===== src/include/pump_pkg.sv =====
package pump_pkg;
  // ----------------------------------------
  // Clock and time base
  // ----------------------------------------
  localparam longint CLK_HZ = 25_000_000;
  localparam longint SEC_PER_MIN = 60;
  localparam int CNT_W = 36;
  localparam longint DLY_BASE_MIN = 1;
  localparam longint DLY_MID_MIN = 10;
  localparam longint DLY_LONG_MIN = 30;
  localparam longint OC_HOLD_MIN = 3;
  localparam longint SCREEN_STEP_SEC = 2;
  localparam logic [CNT_W-1:0] DLY_BASE_CYC = CNT_W'(DLY_BASE_MIN * SEC_PER_MIN * CLK_HZ);
  localparam logic [CNT_W-1:0] DLY_MID_CYC = CNT_W'(DLY_MID_MIN * SEC_PER_MIN * CLK_HZ);
  localparam logic [CNT_W-1:0] DLY_LONG_CYC = CNT_W'(DLY_LONG_MIN * SEC_PER_MIN * CLK_HZ);
  localparam logic [CNT_W-1:0] OC_HOLD_CYC = CNT_W'(OC_HOLD_MIN * SEC_PER_MIN * CLK_HZ);
  localparam logic [CNT_W-1:0] SCREEN_STEP_CYC = CNT_W'(SCREEN_STEP_SEC * CLK_HZ);
  // ----------------------------------------
  // Switch bank and synchronised pin vector
  // ----------------------------------------
  localparam int DIP_REMOTE_INV = 0;
  localparam int DIP_WATER_INV = 1;
  localparam int DIP_DLY_MID = 2;
  localparam int DIP_DLY_LONG = 3;
  localparam int DIP_FREEZE = 6;
  localparam int SYN_W = 13;
  localparam int SYN_REMOTE = 8;
  localparam int SYN_WATER = 9;
  localparam int SYN_OC = 10;
  localparam int SYN_FRONT = 11;
  localparam int SYN_POWER = 12;
  // ----------------------------------------
  // Register map
  // ----------------------------------------
  localparam int ADDR_W = 8;
  localparam logic [ADDR_W-1:0] REG_CTRL = 8'h00;
  localparam logic [ADDR_W-1:0] REG_STATUS = 8'h04;
  localparam logic [ADDR_W-1:0] REG_SCREEN = 8'h08;
  localparam int CTRL_RUN_EN = 0;
  localparam logic CTRL_RUN_EN_RST = 1'b1;
  localparam int ST_MOTOR = 0;
  localparam int ST_PERMIT = 1;
  localparam int ST_OC = 2;
  localparam int ST_SPLASH = 3;
  localparam int ST_REMOTE_OK = 4;
  localparam int ST_WATER_OK = 5;
  localparam int ST_DIP_LSB = 8;
  // ----------------------------------------
  // Display and states
  // ----------------------------------------
  localparam logic [2:0] SCREEN_LAST = 3'h4;
  localparam logic [2:0] SCREEN_SPLASH = 3'h5;
  localparam logic [2:0] SCREEN_OC = 3'h6;
  localparam logic [2:0] BOOT_CYC = 3'h4;
  typedef enum logic [2:0] {
    PERMIT_BLOCKED = 3'b001,
    PERMIT_DELAY = 3'b010,
    PERMIT_GRANTED = 3'b100
  } permit_e;
  typedef enum logic [1:0] {
    OC_NORMAL = 2'b01,
    OC_TRIPPED = 2'b10
  } oc_e;
endpackage


===== src/rtl/input_sync.sv =====
`timescale 1ns/10ps
`default_nettype none
module input_sync #(
  parameter int W = 1
) (
  input wire logic pclk,
  input wire logic presetn,
  input wire logic [W-1:0] async_in,
  output logic [W-1:0] sync_out
);
  typedef struct packed {
    logic [W-1:0] meta;
    logic [W-1:0] stable;
  } sync_s;
  sync_s st_ff;
  sync_s nxt_st;
  // Only the second stage is visible; the first may be metastable
  always_comb
  begin
    nxt_st.meta = async_in;
    nxt_st.stable = st_ff.meta;
  end
  always_ff @(posedge pclk or negedge presetn)
  begin
    if (!presetn)
      st_ff <= '0;
    else
      st_ff <= nxt_st;
  end
  assign sync_out = st_ff.stable;
endmodule
`default_nettype wire


===== src/rtl/interval_timer.sv =====
`timescale 1ns/10ps
`default_nettype none
module interval_timer (
  input wire logic pclk,
  input wire logic presetn,
  input wire logic load,
  input wire logic [pump_pkg::CNT_W-1:0] load_val,
  output logic done
);
  import pump_pkg::*;
  typedef struct packed {
    logic [CNT_W-1:0] count;
  } tmr_s;
  tmr_s st_ff;
  tmr_s nxt_st;
  // Load wins over counting so a held load keeps the full interval
  always_comb
  begin
    nxt_st = st_ff;
    if (load)
      nxt_st.count = load_val;
    else if (st_ff.count != '0)
      nxt_st.count = st_ff.count - CNT_W'(1);
  end
  always_ff @(posedge pclk or negedge presetn)
  begin
    if (!presetn)
      st_ff <= '0;
    else
      st_ff <= nxt_st;
  end
  assign done = (st_ff.count == '0);
endmodule
`default_nettype wire


===== src/rtl/pump_run_permit_control.sv =====
// Overview of operation
// Switch 1 off: remote short stops pump
// Switch 1 on: remote short required to run
// Switch 2 selects water probe polarity
// After water stop, clear then full delay
// One shared restart delay, one minute default
// Switch 3 sets ten minute delay
// Switch 4 sets thirty minute delay
// Switch 7 off: display steps at rate
// Switch 7 on: display holds current screen
// Switches 5, 6, 8 left off
// All switches off before wiring
// Over-current stops motor at once
// Over-current hold three minutes, then restart
// Over-current lights error lamp and message
// Repeated over-current repeats hold cycle
// Power lamp lit while input power good
// Switch 7 at power-up: splash only
// Halt lamp while remote/water blocks running
// Drive needs front switch, permits, no hold
// Switches 3 and 4 both: thirty minutes
//
// The placing of the registers and the APB interface to the registers were chosen for this implementation.
`timescale 1ns/10ps
`default_nettype none
module pump_run_permit_control #(
  parameter logic [pump_pkg::CNT_W-1:0] DLY_BASE_CYC_P = pump_pkg::DLY_BASE_CYC,
  parameter logic [pump_pkg::CNT_W-1:0] DLY_MID_CYC_P = pump_pkg::DLY_MID_CYC,
  parameter logic [pump_pkg::CNT_W-1:0] DLY_LONG_CYC_P = pump_pkg::DLY_LONG_CYC,
  parameter logic [pump_pkg::CNT_W-1:0] OC_HOLD_CYC_P = pump_pkg::OC_HOLD_CYC,
  parameter logic [pump_pkg::CNT_W-1:0] SCREEN_STEP_CYC_P = pump_pkg::SCREEN_STEP_CYC
) (
  input wire logic pclk,
  input wire logic presetn,
  input wire logic [pump_pkg::ADDR_W-1:0] paddr,
  input wire logic psel,
  input wire logic penable,
  input wire logic pwrite,
  input wire logic [31:0] pwdata,
  output logic [31:0] prdata,
  output logic pready,
  output logic pslverr,
  input wire logic remote_sense_terminal,
  input wire logic water_probe_terminal,
  input wire logic overcurrent_det,
  input wire logic front_switch_on,
  input wire logic power_in_ok,
  input wire logic [7:0] dip_switch,
  output logic motor_drive,
  output logic power_lamp,
  output logic run_lamp,
  output logic remote_halt_lamp,
  output logic error_lamp,
  output logic [2:0] screen_sel
);
  import pump_pkg::*;

  // ----------------------------------------
  // State
  // ----------------------------------------
  typedef struct packed {
    permit_e permit;
    oc_e oc;
    logic run_en;
    logic [2:0] boot_cnt;
    logic boot_done;
    logic splash_lock;
    logic [2:0] screen_idx;
    logic motor;
    logic power_lamp;
    logic halt_lamp;
    logic error_lamp;
    logic [2:0] screen_sel;
    logic pready;
    logic pslverr;
    logic [31:0] prdata;
  } ctl_s;

  localparam ctl_s CTL_RST = '{
    permit: PERMIT_BLOCKED,
    oc: OC_NORMAL,
    run_en: CTRL_RUN_EN_RST,
    boot_cnt: 3'h0,
    boot_done: 1'b0,
    splash_lock: 1'b0,
    screen_idx: 3'h0,
    motor: 1'b0,
    power_lamp: 1'b0,
    halt_lamp: 1'b1,
    error_lamp: 1'b0,
    screen_sel: SCREEN_SPLASH,
    pready: 1'b0,
    pslverr: 1'b0,
    prdata: 32'h0000_0000
  };

  ctl_s st_ff;
  ctl_s nxt_st;
  logic [SYN_W-1:0] syn;
  logic [7:0] dip;
  logic remote_shorted;
  logic water_shorted;
  logic remote_ok;
  logic water_ok;
  logic cond_ok;
  logic oc_now;
  logic freeze;
  logic [CNT_W-1:0] dly_val;
  logic dly_load;
  logic dly_done;
  logic oc_load;
  logic oc_done;
  logic scr_done;
  logic apb_access;
  logic apb_commit;
  logic [31:0] status_word;

  // ----------------------------------------
  // Pin synchronisers and timers
  // ----------------------------------------
  // Contacts and switches are asynchronous to pclk
  input_sync #(
    .W(SYN_W)
  ) u_sync (
    .pclk(pclk),
    .presetn(presetn),
    .async_in({power_in_ok, front_switch_on, overcurrent_det,
               water_probe_terminal, remote_sense_terminal, dip_switch}),
    .sync_out(syn)
  );

  // One restart timer shared by the remote and water paths
  interval_timer u_dly (
    .pclk(pclk),
    .presetn(presetn),
    .load(dly_load),
    .load_val(dly_val),
    .done(dly_done)
  );

  interval_timer u_oc (
    .pclk(pclk),
    .presetn(presetn),
    .load(oc_load),
    .load_val(OC_HOLD_CYC_P),
    .done(oc_done)
  );

  // Reloads itself on each expiry, so it ticks once per step
  interval_timer u_scr (
    .pclk(pclk),
    .presetn(presetn),
    .load(scr_done),
    .load_val(SCREEN_STEP_CYC_P),
    .done(scr_done)
  );

  // ----------------------------------------
  // Permit decode
  // ----------------------------------------
  // Terminals are pulled up, so a contact to ground reads low.
  // Switch bank bits 4, 5 and 7 are not decoded; they only appear in the status word.
  assign dip = syn[7:0];
  assign remote_shorted = !syn[SYN_REMOTE];
  assign water_shorted = !syn[SYN_WATER];
  assign remote_ok = dip[DIP_REMOTE_INV] ? remote_shorted : !remote_shorted;
  assign water_ok = dip[DIP_WATER_INV] ? water_shorted : !water_shorted;
  assign cond_ok = remote_ok && water_ok;
  assign oc_now = syn[SYN_OC];
  assign freeze = dip[DIP_FREEZE];

  // Longest selection wins when both delay switches are on
  always_comb
  begin
    if (dip[DIP_DLY_LONG])
      dly_val = DLY_LONG_CYC_P;
    else if (dip[DIP_DLY_MID])
      dly_val = DLY_MID_CYC_P;
    else
      dly_val = DLY_BASE_CYC_P;
  end

  // Timers stay reloaded until their wait actually starts
  assign dly_load = (st_ff.permit == PERMIT_BLOCKED);
  assign oc_load = (st_ff.oc == OC_NORMAL);

  // ----------------------------------------
  // Register bus
  // ----------------------------------------
  // Answer one cycle into the access phase; writes land on the
  // completing edge only
  assign apb_access = psel && penable && !st_ff.pready;
  assign apb_commit = psel && penable && st_ff.pready;

  always_comb
  begin
    status_word = 32'h0000_0000;
    status_word[ST_MOTOR] = st_ff.motor;
    status_word[ST_PERMIT] = (st_ff.permit == PERMIT_GRANTED);
    status_word[ST_OC] = (st_ff.oc == OC_TRIPPED);
    status_word[ST_SPLASH] = st_ff.splash_lock;
    status_word[ST_REMOTE_OK] = remote_ok;
    status_word[ST_WATER_OK] = water_ok;
    status_word[ST_DIP_LSB +: 8] = dip;
  end

  // ----------------------------------------
  // Next state
  // ----------------------------------------
  always_comb
  begin
    nxt_st = st_ff;

    // Restart permit: a block always restarts the full delay
    unique case (st_ff.permit)
      PERMIT_BLOCKED:
      begin
        if (cond_ok)
          nxt_st.permit = PERMIT_DELAY;
      end
      PERMIT_DELAY:
      begin
        if (!cond_ok)
          nxt_st.permit = PERMIT_BLOCKED;
        else if (dly_done)
          nxt_st.permit = PERMIT_GRANTED;
      end
      PERMIT_GRANTED:
      begin
        if (!cond_ok)
          nxt_st.permit = PERMIT_BLOCKED;
      end
      default:
      begin
        nxt_st.permit = PERMIT_BLOCKED;
      end
    endcase

    // Over-current hold, retried for as long as the fault persists
    unique case (st_ff.oc)
      OC_NORMAL:
      begin
        if (oc_now)
          nxt_st.oc = OC_TRIPPED;
      end
      OC_TRIPPED:
      begin
        if (oc_done)
          nxt_st.oc = OC_NORMAL;
      end
      default:
      begin
        nxt_st.oc = OC_TRIPPED;
      end
    endcase

    // Start-up capture of the freeze switch, after the sync latency
    if (!st_ff.boot_done)
    begin
      if (st_ff.boot_cnt == BOOT_CYC)
      begin
        nxt_st.boot_done = 1'b1;
        nxt_st.splash_lock = freeze;
      end
      else
        nxt_st.boot_cnt = st_ff.boot_cnt + 3'h1;
    end
    else if (!freeze)
      nxt_st.splash_lock = 1'b0;

    // Screen stepping, halted while frozen or locked on splash
    if (scr_done && !freeze && !st_ff.splash_lock && st_ff.boot_done)
    begin
      if (st_ff.screen_idx == SCREEN_LAST)
        nxt_st.screen_idx = 3'h0;
      else
        nxt_st.screen_idx = st_ff.screen_idx + 3'h1;
    end

    // Outputs; the live fault term cuts the drive on the next edge
    nxt_st.motor = syn[SYN_FRONT] && st_ff.run_en && !oc_now
      && (nxt_st.permit == PERMIT_GRANTED) && (nxt_st.oc == OC_NORMAL);
    nxt_st.power_lamp = syn[SYN_POWER];
    nxt_st.halt_lamp = (nxt_st.permit != PERMIT_GRANTED);
    nxt_st.error_lamp = (nxt_st.oc == OC_TRIPPED);
    if (nxt_st.oc == OC_TRIPPED)
      nxt_st.screen_sel = SCREEN_OC;
    else if (nxt_st.splash_lock || !nxt_st.boot_done)
      nxt_st.screen_sel = SCREEN_SPLASH;
    else
      nxt_st.screen_sel = nxt_st.screen_idx;

    // Bus answer
    nxt_st.pready = apb_access;
    nxt_st.pslverr = 1'b0;
    nxt_st.prdata = 32'h0000_0000;
    if (apb_access)
    begin
      unique case (paddr)
        REG_CTRL:
          nxt_st.prdata[CTRL_RUN_EN] = st_ff.run_en;
        REG_STATUS:
          nxt_st.prdata = status_word;
        REG_SCREEN:
          nxt_st.prdata[2:0] = st_ff.screen_sel;
        default:
          nxt_st.pslverr = 1'b1;
      endcase
    end
    if (apb_commit && pwrite && (paddr == REG_CTRL))
      nxt_st.run_en = pwdata[CTRL_RUN_EN];
  end

  // ----------------------------------------
  // State register
  // ----------------------------------------
  always_ff @(posedge pclk or negedge presetn)
  begin
    if (!presetn)
      st_ff <= CTL_RST;
    else
      st_ff <= nxt_st;
  end

  assign prdata = st_ff.prdata;
  assign pready = st_ff.pready;
  assign pslverr = st_ff.pslverr;
  assign motor_drive = st_ff.motor;
  assign run_lamp = st_ff.motor;
  assign power_lamp = st_ff.power_lamp;
  assign remote_halt_lamp = st_ff.halt_lamp;
  assign error_lamp = st_ff.error_lamp;
  assign screen_sel = st_ff.screen_sel;
endmodule
`default_nettype wire


===== config.mk =====
export PLATFORM = sky130hd
export DESIGN_NAME = pump_run_permit_control
export DESIGN_NICKNAME = d
export VERILOG_FILES = /design/src/include/pump_pkg.sv /design/src/rtl/input_sync.sv /design/src/rtl/interval_timer.sv /design/src/rtl/pump_run_permit_control.sv
export SDC_FILE = /design/constraint.sdc
export NUM_CORES = 1
export LEC_CHECK = 0
export ABC_AREA = 1
export BUFFER_PORTS_ARGS = -buffer_cell sky130_fd_sc_hd__buf_2
export CORE_UTILIZATION = 59
export DETAILED_ROUTE_END_ITERATION = 8
export GPL_ROUTABILITY_DRIVEN = 1
export HOLD_SLACK_MARGIN = 0.1
export PLACE_DENSITY = 0.8
export SLEW_MARGIN = 0
export SYNTH_ARGS = -nofsm -noshare
export SYNTH_HDL_FRONTEND = slang
export SYNTH_SLANG_ARGS = --single-unit

===== constraint.sdc =====
create_clock -name pclk -period 5.41 [get_ports pclk]
set_clock_uncertainty 0.1 [all_clocks]
set_input_delay 0.2705 -clock pclk [delete_from_list [all_inputs] [get_ports pclk]]
set_output_delay 0.2705 -clock pclk [all_outputs]
set_load 0.05 [all_outputs]

==> summary.txt <==
Flow run
  • Max-Cap Viols: 0

Routing
  • WL final: 20300 um
  • Drt pass-1 iters: 6
  • Iteration-0 DRC Markers: 546
  • Vias per cell: 5.30
  • Drc violations: 0
  • Post-DRT Antenna Nets: 0
  • Via count: 7678
  • DR WL/cell: 14.0 um

Worst setup path
  • Crit path launch type: flop
  • WS Path Type: flop to flop
  • Reg-to-Reg Start: st_ff[50]
  • CP startpoint: st_ff[50]
  • CP arrival: 3.45 ns
  • Data required time at the worst endpoint: 5.64 ns
  • Critical Path Fanout Max: 21
  • Crit path capture type: flop

Global routing
  • Vias in the first global route: 7366
  • GRT Residual Overflow: 0
  • Tot GR Track Use: 26.9%
  • Largest net degree at the start of global routing: 102
  • First-pass GRT wire length: 34300 um
  • Initial antenna violation count: 0

CTS
  • H-tree depth: 4
  • Clock Latency Late Sink: 0.44 ns
  • Clk sinks: 171
  • Root buffer cell: clkbuf_16
  • CTS Buf Count: 17
  • Clock buffer depth: 2
  • CTS tree: built
  • Reg clk slew, reported paths: 0.07 ns
  • Resize count post-CTS: 0

Synthesis
  • Top cells by area, synth: dfrtp_1 45%, nand2_1 9.7%, nor2_1 9.6%
  • Post-Synthesis Cells: 1192
  • Post-Syn Area: 9180 um^2
  • Synth warnings: 0
  • Sequential area share after synthesis: 46.7%
  • Avg Synthesized Cell Area: 7.70 um^2
  • Yosys top cell by area: dfrtp_1
  • Number of synthesized register bits: 171
  • Synth top area share: 45.0%
  • Post-synth cell types: 45

Timing
  • Actual slew at the worst max-slew pin: 1.00 ns
  • Min Clock Period, post-route: 3.21 ns
  • Period Utilization, post-route: 59.4%
  • Hold Vio Cnt, Final: 0
  • Slew HR: 32.9%
  • RSZ-0062 raised after global routing: false
  • F_max: 0.311 GHz
  • Final setup TNS: 0 ns
  • Fin. max-slew vios: 0
  • Final number of setup-violating endpoints: 0

Power and ir drop
  • Sequential share of power: 44.4%
  • Net Sw Power: 1.14 mW
  • Total power: 3.36 mW
  • Sw Ratio: 33.8%
  • Internal Power: 2.22 mW
  • Leak: 5.05 nW
  • Pwr dens: 330 nW/um^2
  • Clock network power share: 36.1%
  • Max IR drop VDD: 0.000256 V
  • Logic gate share of total power: 19.6%

Finish
  • Fillers: 1223
  • Commonest non-fill, non-tap cell in the layout: nand2_1
  • Fin nets: 1317
  • Area Growth Syn to Fin: 11.0%
  • Most frequent cells in the layout: 236 x nand2_1, 235 x nor2_1, 165 x dfrtp_1, 154 x inv_1, 86 x nand3_1
  • Share of layout cells above drive strength 1: 12.1%
  • Diode count: 0

Floorplanning
  • Die H: 127 um
  • Core Area: 15200 um^2
  • Die X-Extent: 127 um
  • Row count: 45
  • Initial Util: 60.4%
  • Die area: 16100 um^2
  • Top Ports: 100

Placed design
  • Input/output buffers: 50
  • Routability cong.: 0.951
  • Hpwl dp: 14000 um

Worst hold path
  • Hold WC Path Type: primary input to flop
  • Hold path start: psel

Outcome
  • Outcome: completed
## through the flow
stage | utilization (%) | worst slack [ns] | std cells | hold WS [ns] | instance area (um^2)
2_1_floorplan | - | 3.58 | 1209 | -0.125 | 9240
3_3_place_gp | 61.8 | 2.35 | 1398 | 0.232 | 9390
3_5_place_dp | 61.8 | 2.28 | 1398 | 0.235 | 9390
4_1_cts | 67.0 | 2.20 | 1450 | 0.107 | 10200
5_1_grt | 67.0 | 2.02 | 1450 | 0.138 | 10200
6_report | 67.0 | 2.20 | 1450 | 0.114 | 10200
## worst max-delay path, cell delays in order, from the launching register on
cell	delay (ns)
dfstp_2	0.53
ha_1	0.60
inv_1	0.58
nand3_1	0.61
inv_1	0.37
nor3_1	0.31
## power groups by stage
| stage | sequential, mW | clock [mW] | combinational [mW] |
|---|---|---|---|
| 2_1_floorplan | 1.51 | 0 | 0.501 |
| 3_3_place_gp | 1.51 | 0 | 0.624 |
| 3_5_place_dp | 1.51 | 0 | 0.637 |
| 4_1_cts | 1.49 | 1.23 | 0.655 |
| 5_1_grt | 1.51 | 1.28 | 0.742 |
| 6_report | 1.49 | 1.21 | 0.657 |
## cells by family after synthesis
kind of cell | after synthesis | share of synthesized area (%)
compound gates | 83 | 5.07
other cells | 1 | 0.0409
buf+inv | 213 | 10.5
flops | 171 | 46.7
xor+xnor | 34 | 3.25
fa+ha+maj | 10 | 1.36
simple gates | 680 | 33.1
## sequential cells by signal, summed over array words and instances, names as in the netlist
signal / count
prdata: 14
pslverr: 1
screen_sel: 3
u_scr.st_ff: 36
pready: 1
remote_halt_lamp: 1
motor_drive: 1
st_ff: 14
error_lamp: 1
u_oc.st_ff: 36
u_dly.st_ff: 36
power_lamp: 1
u_sync.nxt_st: 13
u_sync.sync_out: 13
## cell usage after synthesis
cell type and instances:
nor2_4 6, buf_6 2, nor3_1 26, buf_4 37, o21a_1 1, nor3b_2 1
ha_1 10, nand2_4 1, o211ai_1 3, inv_2 9, clkbuf_1 5, and2_1 1
nand3_1 86, nor3_4 1, nor4_1 4, or2_1 3, o31ai_1 3, nor3_2 1
nand2_2 9, xor2_1 22, nand4_1 30, a21oi_1 28, nand3b_1 2, o21ai_0 33
nand3_4 1, o211ai_2 2, a211oi_1 1, nor3b_1 4, dfrtp_1 165, a31oi_1 2
o21bai_1 4, xnor2_1 12, nand3_2 2, dfstp_2 6, nor2_1 235, nand2_1 236
nor2_2 15, nor2_8 1, inv_1 154, o21ai_1 4, o22ai_1 2, conb_1 1
buf_2 6, or2_2 14, nor4_2 1
## area by class of cell
class / instances / area (um^2) / area share [%]
well taps: 188 / 235 / 2.31
repair buffers: 71 / 464 / 4.56
multi-input cells: 825 / 3990 / 39.2
clock buffers: 17 / 425 / 4.18
inverters: 163 / 612 / 6.01
clock inverters: 15 / 173 / 1.69
flip-flops and latches: 171 / 4290 / 42.1
## final timing paths
| check | cells after the start | to | slack, ns |
|---|---|---|---|
| max | 5 | u_oc.st_ff[22] | 2.20 |
| min | 3 | pready | 0.11 |
| max reg2reg | 5 | u_oc.st_ff[22] | 2.20 |
| min reg2reg | 0 | u_sync.sync_out[4] | 0.25 |
| max in group asynchronous | 3 | u_oc.st_ff[20] | 3.37 |
| min in group asynchronous | 2 | u_sync.sync_out[12] | 0.39 |
## timing repair
action,in CTS,in global routing
endpoints found under the hold margin,113,0
hold buffers,20,0
setup buffers,0,0
## layer usage
layer  wire [um]  GRT usage (%)
met3        1070           5.40
met5           0              0
met1        9130           34.5
met2        9740           45.8
met4         403           9.03
Power figures use the tool's default switching activity.
